<file path="config.mk">
export PLATFORM = sky130hd
export DESIGN_NAME = iats_abort_status
export DESIGN_NICKNAME = d
export VERILOG_FILES = /design/src/iats_pkg.sv /design/src/iats_abort_status.sv /design/src/iats_level_cnt.sv
export VERILOG_INCLUDE_DIRS = /design/src
export SDC_FILE = /design/constraint.sdc
export NUM_CORES = 1
export LEC_CHECK = 0
export ABC_AREA = 1
export BUFFER_PORTS_ARGS = -buffer_cell sky130_fd_sc_hd__buf_2
export CORE_ASPECT_RATIO = 0.6
export CORE_MARGIN = 1.5
export CORE_UTILIZATION = 30
export DETAILED_ROUTE_END_ITERATION = 10
export GPL_TIMING_DRIVEN = 0
export PLACE_DENSITY = 0.46
export SLEW_MARGIN = 25
export SYNTH_ARGS = -nofsm -noshare
export SYNTH_HDL_FRONTEND = slang
export SYNTH_SLANG_ARGS = --single-unit
export TNS_END_PERCENT = 50
</file>
<file path="constraint.sdc">
create_clock -name clk -period 2.8 [get_ports clk]
set_input_delay 0.14 -clock clk [delete_from_list [all_inputs] [get_ports clk]]
set_output_delay 0.14 -clock clk [all_outputs]
set_load 0.005 [all_outputs]
</file>
<file path="src/iats_params.svh">
// Offsets, field positions, reset values and widths of the abort status block
`ifndef IATS_PARAMS_SVH
`define IATS_PARAMS_SVH
`define IATS_ADDR_W        8
`define IATS_OFS_CONTROL   8'h00
`define IATS_OFS_TARGET    8'h04
`define IATS_OFS_DATA_CMD  8'h10
`define IATS_OFS_RAW_IRQ   8'h34
`define IATS_OFS_ALL_CLR   8'h40
`define IATS_OFS_ABRT_CLR  8'h54
`define IATS_OFS_ENABLE    8'h6C
`define IATS_OFS_TX_LEVEL  8'h74
`define IATS_OFS_CAUSE     8'h80
`define IATS_BIT_RESTART   5
`define IATS_BIT_GC_START  10
`define IATS_BIT_CMD_SEL_A   11
`define IATS_BIT_EN        0
`define IATS_BIT_ABORT     1
`define IATS_BIT_READ_CMD  8
`define IATS_BIT_RAW_ABRT  6
`define IATS_BIT_SBYTE     9
`define IATS_BIT_ARB       12
`define IATS_BIT_STALE     13
`define IATS_BIT_SLV_ARB   14
`define IATS_BIT_MISUSE    15
`define IATS_BIT_USER      16
`define IATS_FLUSH_LSB     23
`define IATS_FLUSH_W       9
`define IATS_LEVEL_W       5
`define IATS_RESET_WORD    32'h0000_0000
`define IATS_RESP_OKAY     2'h0
`define IATS_RESP_SLVERR   2'h2
`endif

</file>
<file path="src/iats_pkg.sv">
// Types shared by the abort status block
package iats_pkg;
   // Phase of the start-byte-without-restart cause bit
   typedef enum logic [1:0] {
      SB_CLEAR,
      SB_SET,
      SB_DROPPED
   } iats_sbyte_e;
   typedef logic [31:0] iats_word_t;
endpackage : iats_pkg

</file>
<file path="src/iats_abort_status.sv">
// Transmit abort cause register, flush count and AXI4-Lite slave
// Functional notes
// - Read-only 32-bit register naming abort causes
// - Clear-register reads wipe all; bit 9 comes back if still due
// - Bit 9 clear with cause present: one-cycle drop
// - Bits 31:23 count flushed transmit commands
// - Disabling controller zeroes the flush count
// - Bit 16: master saw software abort
// - Bit 15: read command written during slave-read
// - Bit 14 slave lost bus, bit 12 too
// - Slave loss: sampled data differs at rise
// - Read request with queued data: flush, bit 13
// - Bit 12 set when master loses arbitration
// - Bit 9: start byte without restart
// - Abort flag empties the transmit queue level
//
// Design decision made here: register access over AXI4-Lite.
`include "iats_params.svh"
module iats_abort_status #(
   parameter int ADDR_W = `IATS_ADDR_W,   // Register address width
   parameter int LVL_W  = `IATS_LEVEL_W   // Transmit queue level width
) (
   input  wire logic              clk,
   input  wire logic              sys_rst,
   input  wire logic              clkEn,
   // AXI4-Lite slave
   input  wire logic [ADDR_W-1:0] awaddr,
   input  wire logic              awvalid,
   output logic                   awready,
   input  wire logic [31:0]       wdata,
   input  wire logic [3:0]        wstrb,
   input  wire logic              wvalid,
   output logic                   wready,
   output logic [1:0]             bresp,
   output logic                   bvalid,
   input  wire logic              bready,
   input  wire logic [ADDR_W-1:0] araddr,
   input  wire logic              arvalid,
   output logic                   arready,
   output logic [31:0]            rdata,
   output logic [1:0]             rresp,
   output logic                   rvalid,
   input  wire logic              rready,
   // Controller core status
   input  wire logic              masterMode,
   input  wire logic              masterAbortDet,
   input  wire logic              masterArbLost,
   input  wire logic              slaveReadServing,
   input  wire logic              slaveReadReq,
   input  wire logic              slaveTxActive,
   input  wire logic              sdaDrive,
   input  wire logic              txPop,
   // Bus pins, asynchronous
   input  wire logic              sclPin,
   input  wire logic              sdaPin,
   // Controls to the core
   output logic                   i2cEnable,
   output logic                   userAbortReq,
   output logic                   restartEn,
   output logic                   txAbortFlag,
   output logic                   txFlush,
   output logic [LVL_W-1:0]       txLevel
);
   localparam int FW = `IATS_FLUSH_W;     // Flush count width

   // Write channel holding state
   logic [ADDR_W-1:0] awAddr;            // Captured write address
   logic              awHeld;            // Write address taken
   logic [31:0]       wData;             // Captured write data
   logic [3:0]        wStrb;             // Captured byte enables
   logic              wHeld;             // Write data taken
   // Software registers
   logic [31:0]       controlReg;        // Restart enable lives here
   logic [31:0]       targetReg;         // Cmd_sel_a and start-byte selects
   logic [1:0]        enableReg;         // Enable and abort request
   // Cause state
   logic              causeUser;         // Software abort seen
   logic              causeMisuse;       // Read command in slave read
   logic              causeSlvArb;       // Slave lost the bus
   logic              causeStale;        // Stale data flushed
   logic              causeArb;          // Arbitration lost
   logic [FW-1:0]     flushCount;        // Commands discarded
   iats_pkg::iats_sbyte_e sbyteState;    // Start-byte cause phase
   // Pin synchronisers and filtered levels
   logic [2:0]        sclSync;           // Clock pin chain
   logic [2:0]        sdaSync;           // Data pin chain
   logic              sclLevel;          // Agreed clock level
   logic              sdaLevel;          // Agreed data level
   // Combinational decode
   logic              doWrite;           // Both write halves present
   logic              readHs;            // Read address accepted
   logic              clrEv;             // Clear-register read
   logic              dataCmdWr;         // Data command write
   logic [31:0]       wordNew;           // Strobe-merged write word
   logic              sclAgree;          // Clock stages agree
   logic              sdaAgree;          // Data stages agree
   logic              sclRise;           // Qualified clock rising edge
   logic              sdaNow;            // Data level at this cycle
   logic              sbyteCond;         // Start-byte cause persists
   logic              evUser;            // Software abort event
   logic              evMisuse;          // Slave read misuse event
   logic              evSlvArb;          // Slave bus loss event
   logic              evStale;           // Stale flush event
   logic              evArb;             // Arbitration loss event
   logic              evSbyte;           // Start-byte attempt event
   logic              abortEv;           // Any abort this cycle
   logic              pushOk;            // Command enters the queue
   logic              lvlClr;            // Empty the queue level
   logic [31:0]       causeWord;         // Assembled cause register
   logic [31:0]       rdNext;            // Read data for araddr
   logic              rdMapped;          // Read address decodes

   // Merge byte lanes of a write into an old value
   function automatic logic [31:0] mergeWord(input logic [31:0] oldW,
                                              input logic [31:0] newW,
                                              input logic [3:0]  strb);
      logic [31:0] res;
      res = oldW;
      for (int i = 0; i < 4; i++) begin
         if (strb[i]) begin
            res[i*8 +: 8] = newW[i*8 +: 8];
         end
      end
      return res;
   endfunction : mergeWord

   // Handshake readies; low while frozen
   assign awready = clkEn & ~awHeld;
   assign wready  = clkEn & ~wHeld;
   assign arready = clkEn & ~rvalid;

   // Channel events
   assign doWrite   = clkEn & awHeld & wHeld & ~bvalid;
   assign readHs    = arvalid & arready;
   assign clrEv     = readHs & (araddr == `IATS_OFS_ABRT_CLR ||
                                araddr == `IATS_OFS_ALL_CLR);
   assign dataCmdWr = doWrite & (awAddr == `IATS_OFS_DATA_CMD);
   assign wordNew   = mergeWord(32'h0000_0000, wData, wStrb);

   // Write address capture
   always_ff @(posedge clk) begin
      if (sys_rst) begin
         awHeld <= 1'b0;
         awAddr <= '0;
      end else if (clkEn) begin
         if (awvalid && awready) begin
            awHeld <= 1'b1;
            awAddr <= awaddr;
         end else if (doWrite) begin
            awHeld <= 1'b0;
         end
      end
   end

   // Write data capture
   always_ff @(posedge clk) begin
      if (sys_rst) begin
         wHeld <= 1'b0;
         wData <= '0;
         wStrb <= '0;
      end else if (clkEn) begin
         if (wvalid && wready) begin
            wHeld <= 1'b1;
            wData <= wvalid ? wdata : wData;
            wStrb <= wstrb;
         end else if (doWrite) begin
            wHeld <= 1'b0;
         end
      end
   end

   // Write response; unmapped addresses answer SLVERR
   always_ff @(posedge clk) begin
      if (sys_rst) begin
         bvalid <= 1'b0;
         bresp  <= `IATS_RESP_OKAY;
      end else if (clkEn) begin
         if (doWrite) begin
            bvalid <= 1'b1;
            case (awAddr)
               `IATS_OFS_CONTROL, `IATS_OFS_TARGET, `IATS_OFS_DATA_CMD,
               `IATS_OFS_RAW_IRQ, `IATS_OFS_ALL_CLR, `IATS_OFS_ABRT_CLR,
               `IATS_OFS_ENABLE, `IATS_OFS_TX_LEVEL,
               `IATS_OFS_CAUSE: bresp <= `IATS_RESP_OKAY;
               default:         bresp <= `IATS_RESP_SLVERR;
            endcase
         end else if (bready) begin
            bvalid <= 1'b0;
         end
      end
   end

   // Control and target registers; cause offset is not writable
   always_ff @(posedge clk) begin
      if (sys_rst) begin
         controlReg <= `IATS_RESET_WORD;
         targetReg  <= `IATS_RESET_WORD;
      end else if (doWrite) begin
         if (awAddr == `IATS_OFS_CONTROL) begin
            controlReg <= mergeWord(controlReg, wData, wStrb);
         end
         if (awAddr == `IATS_OFS_TARGET) begin
            targetReg <= mergeWord(targetReg, wData, wStrb);
         end
      end
   end

   // Enable register; abort request drops once the master acts on it
   always_ff @(posedge clk) begin
      if (sys_rst) begin
         enableReg <= 2'h0;
      end else if (clkEn) begin
         if (doWrite && awAddr == `IATS_OFS_ENABLE && wStrb[0]) begin
            enableReg <= wData[1:0];
         end else if (evUser) begin
            enableReg[`IATS_BIT_ABORT] <= 1'b0;
         end
      end
   end

   assign i2cEnable    = enableReg[`IATS_BIT_EN];
   assign userAbortReq = enableReg[`IATS_BIT_ABORT];
   assign restartEn    = controlReg[`IATS_BIT_RESTART];

   // Pin synchronisers, three stages each
   always_ff @(posedge clk) begin
      if (sys_rst) begin
         sclSync <= 3'h7;
         sdaSync <= 3'h7;
      end else if (clkEn) begin
         sclSync <= {sclSync[1:0], sclPin};
         sdaSync <= {sdaSync[1:0], sdaPin};
      end
   end

   // Second and third stage agreement decides a change
   assign sclAgree = (sclSync[1] == sclSync[2]);
   assign sdaAgree = (sdaSync[1] == sdaSync[2]);
   assign sclRise  = sclAgree & sclSync[1] & ~sclLevel;
   assign sdaNow   = sdaAgree ? sdaSync[1] : sdaLevel;

   // Filtered pin levels
   always_ff @(posedge clk) begin
      if (sys_rst) begin
         sclLevel <= 1'b1;
         sdaLevel <= 1'b1;
      end else if (clkEn) begin
         if (sclAgree) begin
            sclLevel <= sclSync[1];
         end
         if (sdaAgree) begin
            sdaLevel <= sdaSync[1];
         end
      end
   end

   // Abort cause events
   assign evUser   = masterMode & userAbortReq & masterAbortDet;
   assign evMisuse = dataCmdWr & slaveReadServing &
                     wordNew[`IATS_BIT_READ_CMD];
   assign evSlvArb = slaveTxActive & sclRise & (sdaNow != sdaDrive);
   assign evStale  = clkEn & slaveReadReq & (txLevel != '0);
   assign evArb    = (clkEn & masterArbLost) | evSlvArb;
   assign sbyteCond = ~restartEn & targetReg[`IATS_BIT_CMD_SEL_A] &
                      targetReg[`IATS_BIT_GC_START];
   assign evSbyte  = dataCmdWr & masterMode & sbyteCond;
   assign abortEv  = evUser | evMisuse | evSlvArb | evStale | evArb | evSbyte;

   // Queue level: aborted commands never enter; abort or disable empties it
   assign pushOk = dataCmdWr & ~evMisuse & ~evSbyte;
   assign lvlClr = abortEv | txAbortFlag | ~i2cEnable;

   iats_level_cnt #(
      .W       (LVL_W)
   ) u_level (
      .clk     (clk),
      .sys_rst (sys_rst),
      .clkEn   (clkEn),
      .inc     (pushOk),
      .dec     (txPop),
      .clr     (lvlClr),
      .level   (txLevel)
   );

   // Sticky cause bits; a new event beats a clear
   always_ff @(posedge clk) begin
      if (sys_rst) begin
         causeUser   <= 1'b0;
         causeMisuse <= 1'b0;
         causeSlvArb <= 1'b0;
         causeStale  <= 1'b0;
         causeArb    <= 1'b0;
      end else if (clkEn) begin
         causeUser   <= evUser   | (causeUser   & ~clrEv);
         causeMisuse <= evMisuse | (causeMisuse & ~clrEv);
         causeSlvArb <= evSlvArb | (causeSlvArb & ~clrEv);
         causeStale  <= evStale  | (causeStale  & ~clrEv);
         causeArb    <= evArb    | (causeArb    & ~clrEv);
      end
   end

   // Start-byte cause: a clear drops it one cycle, then it returns if still due
   always_ff @(posedge clk) begin
      if (sys_rst) begin
         sbyteState <= iats_pkg::SB_CLEAR;
      end else if (clkEn) begin
         case (sbyteState)
            iats_pkg::SB_CLEAR: begin
               if (evSbyte) begin
                  sbyteState <= iats_pkg::SB_SET;
               end
            end
            iats_pkg::SB_SET: begin
               if (clrEv && !evSbyte) begin
                  sbyteState <= iats_pkg::SB_DROPPED;
               end
            end
            iats_pkg::SB_DROPPED: begin
               if (sbyteCond || evSbyte) begin
                  sbyteState <= iats_pkg::SB_SET;
               end else begin
                  sbyteState <= iats_pkg::SB_CLEAR;
               end
            end
            default: begin
               sbyteState <= iats_pkg::SB_CLEAR;
            end
         endcase
      end
   end

   // Flushed command count; disable zeroes it
   always_ff @(posedge clk) begin
      if (sys_rst) begin
         flushCount <= '0;
      end else if (clkEn) begin
         if (!i2cEnable) begin
            flushCount <= '0;
         end else if (abortEv && !txAbortFlag) begin
            flushCount <= FW'(txLevel);
         end else if (clrEv) begin
            flushCount <= '0;
         end
      end
   end

   // Raw abort flag and one-cycle flush strobe to the queue
   always_ff @(posedge clk) begin
      if (sys_rst) begin
         txAbortFlag <= 1'b0;
         txFlush     <= 1'b0;
      end else if (clkEn) begin
         txAbortFlag <= abortEv | (txAbortFlag & ~clrEv);
         txFlush     <= abortEv;
      end
   end

   // Assembled cause register
   always_comb begin
      causeWord = `IATS_RESET_WORD;
      causeWord[`IATS_FLUSH_LSB +: FW] = flushCount;
      causeWord[`IATS_BIT_USER]    = causeUser;
      causeWord[`IATS_BIT_MISUSE]  = causeMisuse;
      causeWord[`IATS_BIT_SLV_ARB] = causeSlvArb;
      causeWord[`IATS_BIT_STALE]   = causeStale;
      causeWord[`IATS_BIT_ARB]     = causeArb;
      causeWord[`IATS_BIT_SBYTE]   = (sbyteState == iats_pkg::SB_SET);
   end

   // Read decode
   always_comb begin
      rdNext   = 32'h0000_0000;
      rdMapped = 1'b1;
      case (araddr)
         `IATS_OFS_CONTROL:  rdNext = controlReg;
         `IATS_OFS_TARGET:   rdNext = targetReg;
         `IATS_OFS_ENABLE:   rdNext = {30'h0000_0000, enableReg};
         `IATS_OFS_TX_LEVEL: rdNext = 32'(txLevel);
         `IATS_OFS_CAUSE:    rdNext = causeWord;
         `IATS_OFS_RAW_IRQ:  rdNext[`IATS_BIT_RAW_ABRT] = txAbortFlag;
         `IATS_OFS_DATA_CMD, `IATS_OFS_ALL_CLR,
         `IATS_OFS_ABRT_CLR: rdNext = 32'h0000_0000;
         default:            rdMapped = 1'b0;
      endcase
   end

   // Read response, registered
   always_ff @(posedge clk) begin
      if (sys_rst) begin
         rvalid <= 1'b0;
         rdata  <= `IATS_RESET_WORD;
         rresp  <= `IATS_RESP_OKAY;
      end else if (clkEn) begin
         if (readHs) begin
            rvalid <= 1'b1;
            rdata  <= rdNext;
            rresp  <= rdMapped ? `IATS_RESP_OKAY : `IATS_RESP_SLVERR;
         end else if (rready) begin
            rvalid <= 1'b0;
         end
      end
   end
endmodule : iats_abort_status

</file>
<file path="src/iats_level_cnt.sv">
// Transmit queue level counter with priority clear
module iats_level_cnt #(
   parameter int W = 5
) (
   input  wire logic         clk,
   input  wire logic         sys_rst,
   input  wire logic         clkEn,
   input  wire logic         inc,
   input  wire logic         dec,
   input  wire logic         clr,
   output logic [W-1:0]      level
);
   localparam logic [W-1:0] ONE = {{(W-1){1'b0}}, 1'b1};
   localparam logic [W-1:0] MAX = {W{1'b1}};

   // Clear beats counting; saturates at both ends
   always_ff @(posedge clk) begin
      if (sys_rst) begin
         level <= '0;
      end else if (clkEn) begin
         if (clr) begin
            level <= '0;
         end else if (inc && !dec && level != MAX) begin
            level <= level + ONE;
         end else if (dec && !inc && level != '0) begin
            level <= level - ONE;
         end
      end
   end
endmodule : iats_level_cnt

</file>
==> results of run 1 <==
==> cells in the mapped netlist, types with 3 or more instances <==
master,number
a21oi_1,165
nor4_1,3
nand3_2,4
dfxtp_1,175
buf_4,5
nand2_1,209
o22ai_1,18
nand3_1,59
nor2_4,3
nor2_2,9
buf_2,13
nand4_1,3
nor2_1,51
clkbuf_1,34
inv_2,9
ha_1,4
buf_6,3
inv_1,104
nor3_1,8
nand2_2,4
o221ai_1,4
o21ai_0,93
==> flip-flops by register name (all words and copies together), names as in the netlist, 2 cells and up <==
signal and cells:
awAddr 8, controlReg 32, enableReg 2, flushCount 5, rdata 32, sbyteState 2
sclSync 3, sdaSync 3, targetReg 32, u_level.level 5, wData 32, wStrb 4
==> through the flow <==
| stage | hold slack, ns | std cells | setup slack, ns | cell area (um2) |
|---|---|---|---|---|
| 6_report | 0.00681 | 1516 | 0.343 | 9460 |
| 5_1_grt | 0.000863 | 1516 | 0.0770 | 9460 |
| 2_1_floorplan | 0.262 | 1004 | 0.618 | 7400 |
| 3_5_place_dp | 0.358 | 1443 | 0.159 | 8390 |
| 3_3_place_gp | 0.355 | 1443 | 0.154 | 8390 |
| 4_1_cts | 0.000683 | 1515 | 0.141 | 9440 |
==> power by group <==
part           internal [W]  switching (W)  total [W]
registers           0.00255      0.0000476    0.00260
clock network       0.00159        0.00102    0.00262
logic              0.000185       0.000315   0.000500
total               0.00433        0.00139    0.00571
==> metal layers <==
layer  vias to the layer above  part of all wire [%]
met5                         -                     0
met4                         0                   1.1
met3                        23                   6.1
met2                       213                    36
met1                      3288                    57
li1                       3653                     -
==> layout make-up <==
cell class              count  area (um2)
repair buffers            158         993
fillers                  2597       14800
clock inverters             8         150
inverters                 114         428
flip-flops and latches    175        3500
plain buffers              55         264
clock buffers              24         492
well taps                 322         403
multi-input cells         660        3230
==> worst reg2reg max path, cell delays in order, from the launching register on <==
cell and delay (ns):
dfxtp_1 0.37, nor2_1 0.43, nand4_4 0.18, nand3_4 0.13
inv_1 0.06, fa_1 0.39, nand3b_1 0.19, nand2_1 0.08
nand2_1 0.04, nand2_1 0.08, inv_1 0.04, nand4_1 0.08
nand2_1 0.05, nand2_1 0.06, nand3_2 0.06, nand2_1 0.06
nor2_1 0.03
==> cell families after synthesis <==
kind of cell,Yosys count,synth area share (%)
buf+inv,169,9.35
simple gates,362,21.7
compound gates,289,20.4
xor+xnor,2,0.237
flops,175,47.3
fa+ha+maj,5,0.947
other cells,1,0.0507
==> worst max-delay path by stage <==
| stage | from | to | slack, ns | cells after the start |
|---|---|---|---|---|
| after floorplan | awAddr[4]$_SDFFE_PP0P_ | u_level.level[4]$_SDFFE_PP0P_ | 0.62 | 19 |
| after global placement | controlReg[5]$_SDFFE_PP0P_ | u_level.level[4]$_SDFFE_PP0P_ | 0.15 | 16 |
| after detailed placement | controlReg[5]$_SDFFE_PP0P_ | u_level.level[4]$_SDFFE_PP0P_ | 0.16 | 16 |
| after CTS | controlReg[5]$_SDFFE_PP0P_ | u_level.level[4]$_SDFFE_PP0P_ | 0.14 | 16 |
| after global routing | bvalid$_SDFFE_PP0P_ | u_level.level[4]$_SDFFE_PP0P_ | 0.08 | 18 |
| final | controlReg[5]$_SDFFE_PP0P_ | u_level.level[4]$_SDFFE_PP0P_ | 0.34 | 16 |
==> placed cells by master, fill, tap and decap left out, drive strengths merged, types with 9 or more instances in the layout <==
master,synthesis,layout
nand2,215,215
dfxtp,175,175
a21oi,166,166
buf,21,139
inv,113,114
o21ai,93,93
nor2,64,64
nand3,63,63
clkbuf,34,58
dlygate4sd3,0,40
o22ai,18,18
nor3,9,9
==> timing repair <==
item,CTS,global route
endpoints found under the setup margin,0,1
hold endpoints to repair,38,0
setup buffers,0,1
hold buffers,40,0
gates resized for setup,0,2
==> impl_metrics.toml, run 1 <==
[worst_setup_path]
start_kind = "flop"
reg2regPathDepth = 16
rr_startpoint = "controlReg[5]$_SDFFE_PP0P_"
critical_path_class = "flop to flop"
critPathMaxStageDelay_ns = 0.43
path_cells = "nor2_1 -> nand4_4 -> nand3_4 -> inv_1 -> fa_1 -> nand3b_1 -> nand2_1 -> nand2_1 -> nand2_1 -> inv_1 -> nand4_1 -> nand2_1 -> nand2_1 -> nand3_2 -> nand2_1 -> nor2_1"
timing.critical_path.buf_inv = 2
cp-end-kind = "flop"
critPathMaxFanout = 6
arrival_ns = 2.79
critical-path-top-delay-family = "simple AND/OR/NAND/NOR gates"
worstPathRequired_ns = 3.13
critPathSlowestCell = "nor2_1"
reg2reg_setup_slack_ns = 0.34
crit_top_cell = "nand2_1"
timing.rr.end = "u_level.level[4]$_SDFFE_PP0P_"

[logic_synthesis]
synth_area_per_cell_um2 = 7.38
synth_area_um2 = 7400
synth_top_cell_by_area = "dfxtp_1"
async_flop_share_pct = 0
synth_top_area_share_pct = 47.3
synth_top_flop_cell = "dfxtp_1"
synth_edf_count = 0
yosysWarnings = 0
yosys-top-cells-area = "dfxtp_1 (47%), a21oi_1 (11%), nand2_1 (11%)"
synthCells = 1003
seq_area_frac_synth_pct = 47.3
ys_ff_latch = 175
synth_cell_types = 41

[cts]
cts_buffer_depth = 2
cts.htree.levels = 4
clk_latency_ns = 0.44
cts_made_buffers = 17
cts_tree = "done"
clkTransAtPathRegs_ns = 0.07
root_buffer = "clkbuf_16"
clock-sinks = 175

[timing]
fin_crit_sh_pct = 87.7
setup_viol = 0
final-hold-violation-count = 0
drv_slew = 0
rsz0062_at_grt = "false"
fin_setup_tns_ns = 0
tightestPinTransition_ns = 1.04
fin_skew_ns = 0.0106
fin_crit_ns = 2.46
fmax_ghz = 0.407
slew_headroom_pct = 30.4

[global_routing]
grt_overflow = 0
grt_max_degree = 17
grt_use_met1_pct = 35.1
grt_pass1_vias = 6513
antenna_found_initial = 1
top_usage_layer = "met1"
grt_pass1_wl_um = 39500
use_met2_pct = 25.3
grt.total_usage_pct = 20.8
grt_util_met3_pct = 4.24

[drt]
drt_first_pass_iters = 5
vias_per_cell = 4.73
ant_nets = 0
avgRoutedWirePerCell_um = 17.1
drcViolationCount = 0
wl_um = 26000
via_count = 7177
drt_iter0_drc = 503

[floorplanning]
rows = 44
initial_core_util_pct = 30.6
design.core.area_um2 = 24200
io_pins = 121
chipHeight_um = 125
die_w_um = 206
dieArea_um2 = 25700

[cells_and_area]
drive_gt1_share_pct = 17.0
finish.utilization_pct = 39.0
nets = 1256
antenna_cells = 0
area_growth_pct = 27.8

[placement]
place_hpwl_um = 19600
place_congestion = 0.837
portBuffers = 117

[min_path]
hp-class = "input port to flop"
min-delay-start = "wdata[13]"
min_path_cells = 3
holdPathEnd = "wData[13]$_SDFFE_PP0P_"

[pwr]
leakage_nw = 3.82
power_density_nw_per_um2 = 604
vdd_drop_max_uv = 366
fin_total_pwr_w = 0.00571

[outcome]
status = "complete, no violations"

[job]
max_cap_viol_count = 0
(Power assumes the default switching activity.)
==> inputs of run 2 (changes only) <==
--- a/config.mk
+++ b/config.mk
@@ -7,13 +7,13 @@
 export NUM_CORES = 1
 export LEC_CHECK = 0
 export ABC_AREA = 1
-export BUFFER_PORTS_ARGS = -buffer_cell sky130_fd_sc_hd__buf_2
 export CORE_ASPECT_RATIO = 0.6
 export CORE_MARGIN = 1.5
 export CORE_UTILIZATION = 30
 export DETAILED_ROUTE_END_ITERATION = 10
+export DONT_BUFFER_PORTS = 1
 export GPL_TIMING_DRIVEN = 0
-export PLACE_DENSITY = 0.46
+export PLACE_DENSITY = 0.42
 export SLEW_MARGIN = 25
 export SYNTH_ARGS = -nofsm -noshare
 export SYNTH_HDL_FRONTEND = slang
==> impl_metrics.toml, run 2 (synthesis results as in run 1) <==
[outcome]
status = "complete, no violations"

[drt]
drt_first_pass_iters = 5
avgRoutedWirePerCell_um = 18.5
vias_per_cell = 4.78
drcViolationCount = 0
ant_nets = 0
wl_um = 26200
drt_iter0_drc = 514
via_count = 6749

[min_path]
hp-class = "input port to flop"
min_path_cells = 4
holdPathEnd = "causeArb$_SDFFE_PP0P_"
min-delay-start = "masterArbLost"

[floorplanning]
design.core.area_um2 = 24200
rows = 44
die_w_um = 206
dieArea_um2 = 25700
initial_core_util_pct = 30.6
chipHeight_um = 125
io_pins = 121

[pwr]
combPwrFrac_pct = 8.0
p_sw_share_pct = 24.8
leakage_nw = 3.33
power_density_nw_per_um2 = 620
fin_total_pwr_w = 0.00558
p_switching_w = 0.00138
seq_power_share_pct = 46.6
clkPwrFrac_pct = 45.4
vdd_drop_max_uv = 435
internal-power_w = 0.00420

[cells_and_area]
antenna_cells = 0
layout_commonest_cell = "nand2_1"
fillers = 2603
area_growth_pct = 21.5
mostFrequentLayoutCells = "nand2_1 (209), dfxtp_1 (175), a21oi_1 (165)"
drive_gt1_share_pct = 8.16
nets = 1153

[timing]
drv_slew = 0
setup_viol = 0
tightestPinTransition_ns = 1.12
fin_crit_ns = 2.52
fin_crit_sh_pct = 89.8
fin_skew_ns = 0.0109
fin_setup_tns_ns = 0
slew_headroom_pct = 25.3
final-hold-violation-count = 0
setup_ws_ns = 0.285
fmax_ghz = 0.398
rsz0062_at_grt = "false"

[cts]
cts_tree = "done"
cts.htree.levels = 4
root_buffer = "clkbuf_16"
clk_latency_ns = 0.44
cts_made_buffers = 17
clock-sinks = 175
cts_buffer_depth = 2
clkTransAtPathRegs_ns = 0.07

[worst_setup_path]
start_kind = "flop"
path_cells = "inv_2 -> nor2_1 -> nand2_1 -> nor2_2 -> nand4_4 -> nand3_2 -> inv_1 -> fa_1 -> nand3b_1 -> nand2_1 -> nand2_1 -> nand2_1 -> inv_1 -> nand4_1 -> nand2_1 -> nand2_1 -> nand3_2 -> nand2_1 -> nor2_1"
reg2reg_setup_slack_ns = 0.28
arrival_ns = 2.86
critical-path-top-delay-family = "simple AND/OR/NAND/NOR gates"
critPathSlowestCell = "dfxtp_1"
timing.critical_path.buf_inv = 3
cp-end-kind = "flop"
critical_path_class = "flop to flop"
worstPathRequired_ns = 3.14
critPathMaxFanout = 6
critPathMaxStageDelay_ns = 0.41
reg2regPathDepth = 19
rr_startpoint = "awAddr[4]$_SDFFE_PP0P_"
crit_top_cell = "nand2_1"
timing.rr.end = "u_level.level[4]$_SDFFE_PP0P_"

[global_routing]
grt.total_usage_pct = 20.9
grt_overflow = 0
antenna_found_initial = 0
grt_pass1_vias = 6135
grt_pass1_wl_um = 39200
grt_max_degree = 17

[placement]
place_congestion = 0.843
pre_cts_slack_ns = 0.0890
place_hpwl_um = 19800
portBuffers = 0

[job]
max_cap_viol_count = 0
## run 2: cell types whose count changed in the layout (fill, tap and decap cells not counted), sizes merged
cell / previous run / this run
clkinvlp: 1 / 3
clkbuf: 58 / 51
clkinv: 3 / 8
buf: 139 / 21
dlygate4sd3: 40 / 55
## run 2: metal layers
| metal | share of wire (%) | global-route usage, % |
|---|---|---|
| met5 | 0 | 0 |
| met4 | 0.76 | 4.43 |
| met3 | 5.8 | 5.18 |
| met2 | 36 | 25.7 |
| met1 | 57 | 34.8 |
## run 2: worst register-to-register path: stages, from the launching register on
cell and delay, ns:
dfxtp_1 0.41, inv_2 0.05, nor2_1 0.08, nand2_1 0.07
nor2_2 0.18, nand4_4 0.19, nand3_2 0.18, inv_1 0.07
fa_1 0.40, nand3b_1 0.20, nand2_1 0.08, nand2_1 0.04
nand2_1 0.08, inv_1 0.05, nand4_1 0.08, nand2_1 0.06
nand2_1 0.07, nand3_2 0.06, nand2_1 0.06, nor2_1 0.04
## run 2: power by group through the flow
stage               sequential (W)  combinational, W  clock (W)
global placement           0.00265          0.000387          0
detailed placement         0.00265          0.000386          0
global route               0.00260          0.000500    0.00272
finish                     0.00260          0.000449    0.00253
CTS                        0.00260          0.000449    0.00260
floorplan                  0.00264          0.000269          0
## run 2: timing repair
action | CTS | global route
setup endpoints to repair | 0 | 1
buffers inserted | 0 | 0
endpoints found under the hold margin | 51 | 0
hold buffers | 55 | 0
gates resized for setup | 0 | 2
## run 2: per-stage QoR
stage	cells	area (um2)	hold WS [ns]	utilization [%]
5_1_grt	1413	8990	0.0222	37.1
4_1_cts	1413	8980	0.00315	37.1
3_3_place_gp	1326	7810	0.273	32.2
3_5_place_dp	1326	7810	0.272	32.2
6_report	1413	8990	0.0220	37.1
2_1_floorplan	1004	7400	0.262	-
## run 2: area by class of cell
class	count	area, um2	area share, %
well taps	322	403	4.48
clock buffers	17	425	4.73
clock inverters	15	194	2.16
flip-flops and latches	175	3500	39.0
multi-input cells	660	3220	35.8
repair buffers	55	551	6.12
inverters	114	428	4.76
plain buffers	55	264	2.94
## run 2: worst max-delay path by stage
stage	from	endpoint	cells past startpoint
after floorplan	awAddr[4]$_SDFFE_PP0P_	u_level.level[4]$_SDFFE_PP0P_	19
after global placement	controlReg[5]$_SDFFE_PP0P_	u_level.level[4]$_SDFFE_PP0P_	16
after detailed placement	controlReg[5]$_SDFFE_PP0P_	u_level.level[4]$_SDFFE_PP0P_	16
after CTS	controlReg[5]$_SDFFE_PP0P_	u_level.level[4]$_SDFFE_PP0P_	16
after global routing	awAddr[4]$_SDFFE_PP0P_	u_level.level[4]$_SDFFE_PP0P_	19
final	awAddr[4]$_SDFFE_PP0P_	u_level.level[4]$_SDFFE_PP0P_	19
==> inputs of run 3 (changes only) <==
--- a/config.mk
+++ b/config.mk
@@ -7,13 +7,15 @@
 export NUM_CORES = 1
 export LEC_CHECK = 0
 export ABC_AREA = 1
+export CELL_PAD_IN_SITES_DETAIL_PLACEMENT = 1
+export CELL_PAD_IN_SITES_GLOBAL_PLACEMENT = 1
 export CORE_ASPECT_RATIO = 0.6
 export CORE_MARGIN = 1.5
 export CORE_UTILIZATION = 30
 export DETAILED_ROUTE_END_ITERATION = 10
 export DONT_BUFFER_PORTS = 1
 export GPL_TIMING_DRIVEN = 0
-export PLACE_DENSITY = 0.42
+export PLACE_DENSITY = 0.54
 export SLEW_MARGIN = 25
 export SYNTH_ARGS = -nofsm -noshare
 export SYNTH_HDL_FRONTEND = slang
==> impl_metrics.toml, run 3 (synthesis results as in run 1) <==
[outcome]
status = "complete, no violations"

[timing]
fin_setup_tns_ns = 0
fin_crit_ns = 2.50
tightestPinTransition_ns = 0.902
fmax_ghz = 0.400
drv_slew = 0
slew_headroom_pct = 39.9
rsz0062_at_grt = "false"
fin_skew_ns = 0.00896
fin_crit_sh_pct = 89.2
setup_viol = 0
final-hold-violation-count = 0

[drt]
vias_per_cell = 4.88
via_count = 6906
drt_iter0_drc = 394
drt_first_pass_iters = 4
wl_um = 27900
avgRoutedWirePerCell_um = 19.7
ant_nets = 0
drcViolationCount = 0

[global_routing]
grt_pass1_vias = 6849
grt_overflow = 0
grt_max_degree = 17
grt_pass1_wl_um = 42600
grt.total_usage_pct = 22.7
antenna_found_initial = 4

[cts]
clk_latency_ns = 0.45
cts_buffer_depth = 2
cts_made_buffers = 17
cts_tree = "done"
root_buffer = "clkbuf_16"
cts.htree.levels = 4
clkTransAtPathRegs_ns = 0.07
clock-sinks = 175

[placement]
place_hpwl_um = 21000
place_congestion = 0.783
portBuffers = 0

[pwr]
leakage_nw = 3.36
vdd_drop_max_uv = 377
power_density_nw_per_um2 = 643
fin_total_pwr_w = 0.00583

[cells_and_area]
drive_gt1_share_pct = 8.35
area_growth_pct = 22.4
mostFrequentLayoutCells = "nand2_1 (209), dfxtp_1 (175), a21oi_1 (165)"
nets = 1152
layout_commonest_cell = "nand2_1"
fillers = 3010

[floorplanning]
rows = 44
dieArea_um2 = 25700
die_w_um = 206
initial_core_util_pct = 30.6
io_pins = 121
design.core.area_um2 = 24200
chipHeight_um = 125

[worst_setup_path]
path_cells = "inv_2 -> nor2_1 -> nand2_1 -> nor2_2 -> nand4_4 -> nand3_4 -> inv_1 -> fa_1 -> nand3b_1 -> nand2_1 -> nand2_1 -> nand2_1 -> inv_1 -> nand4_1 -> nand2_1 -> nand2_1 -> nand3_2 -> nand2_1 -> nor2_1"
timing.critical_path.buf_inv = 3
worstPathRequired_ns = 3.14
cp-end-kind = "flop"
critPathSlowestCell = "fa_1"
crit_top_cell = "nand2_1"
start_kind = "flop"
critPathMaxFanout = 6
critical_path_class = "flop to flop"
critical-path-top-delay-family = "simple AND/OR/NAND/NOR gates"
critPathMaxStageDelay_ns = 0.41
arrival_ns = 2.84

[min_path]
hp-class = "input port to flop"

[job]
max_cap_viol_count = 0
==> run 3: cell count changes in the layout (fill, tap and decap cells not counted), moves of 2 or more <==
cell,previous run,this run
clkbuf_8,0,6
clkinv_2,5,2
clkinvlp_4,3,1
diode_2,0,2
dlygate4sd3_1,55,53
==> run 3: area by class of cell <==
type	count	area [um2]	area share [%]
clock buffer	23	508	5.61
timing repair buffer	54	538	5.94
tap	322	403	4.45
inverter	114	428	4.72
clock inverter	9	176	1.95
sequential	175	3500	38.7
multi-input combinational	660	3230	35.7
buffer	55	264	2.91
antenna	2	5.00	0.0552
==> run 3: stage by stage <==
| stage | util, % | hold WS [ns] | setup WS [ns] | cells | cell area (um2) |
|---|---|---|---|---|---|
| after floorplan | - | 0.262 | 0.618 | 1004 | 7400 |
| after global placement | 32.2 | 0.273 | 0.00899 | 1326 | 7810 |
| after detailed placement | 32.3 | 0.276 | 0.0306 | 1326 | 7810 |
| after CTS | 37.3 | 0.000662 | 0.00728 | 1411 | 9030 |
| after global routing | 37.4 | 0.0305 | 0.0661 | 1414 | 9060 |
| final | 37.4 | 0.0149 | 0.302 | 1414 | 9060 |
==> run 3: repair_timing <==
| action | CTS | global route |
|---|---|---|
| hold buffers | 53 | 0 |
| endpoints found under the setup margin | 0 | 1 |
| hold endpoints to repair | 49 | 0 |
| setup buffers | 0 | 1 |
| resized for setup | 0 | 3 |
==> run 3: path summary, 6_finish.rpt <==
check | endpoint | start | slack, ns | cells past startpoint
max | u_level.level[4]$_SDFFE_PP0P_ | awAddr[4]$_SDFFE_PP0P_ | 0.30 | 19
min | rdata[1]$_SDFFE_PP0P_ | arvalid | 0.01 | 3
max reg2reg | u_level.level[4]$_SDFFE_PP0P_ | awAddr[4]$_SDFFE_PP0P_ | 0.30 | 19
min reg2reg | targetReg[18]$_SDFFE_PP0P_ | targetReg[18]$_SDFFE_PP0P_ | 0.45 | 2
==> run 3: tightest hold or removal path: stages <==
cell,delay [ns]
nand2_2,0.12
nand2_1,0.09
a21oi_1,0.06
==> run 3: where the power goes <==
group | total [W] | internal (W) | leakage, nW | switching, W
Combinational | 0.000457 | 0.000157 | 1.61 | 0.000300
Clock | 0.00277 | 0.00173 | 0.335 | 0.00105
Sequential | 0.00260 | 0.00255 | 1.42 | 0.0000477
==> run 3: per-layer routing <==
| layer | vias to the layer above | global-route usage [%] | routed length, um |
|---|---|---|---|
| li1 | 3456 | - | - |
| met1 | 3280 | 35.9 | 15700 |
| met2 | 146 | 29.8 | 10500 |
| met3 | 24 | 4.87 | 1340 |
| met4 | 0 | 6.65 | 350 |
| met5 | - | 0 | 0 |
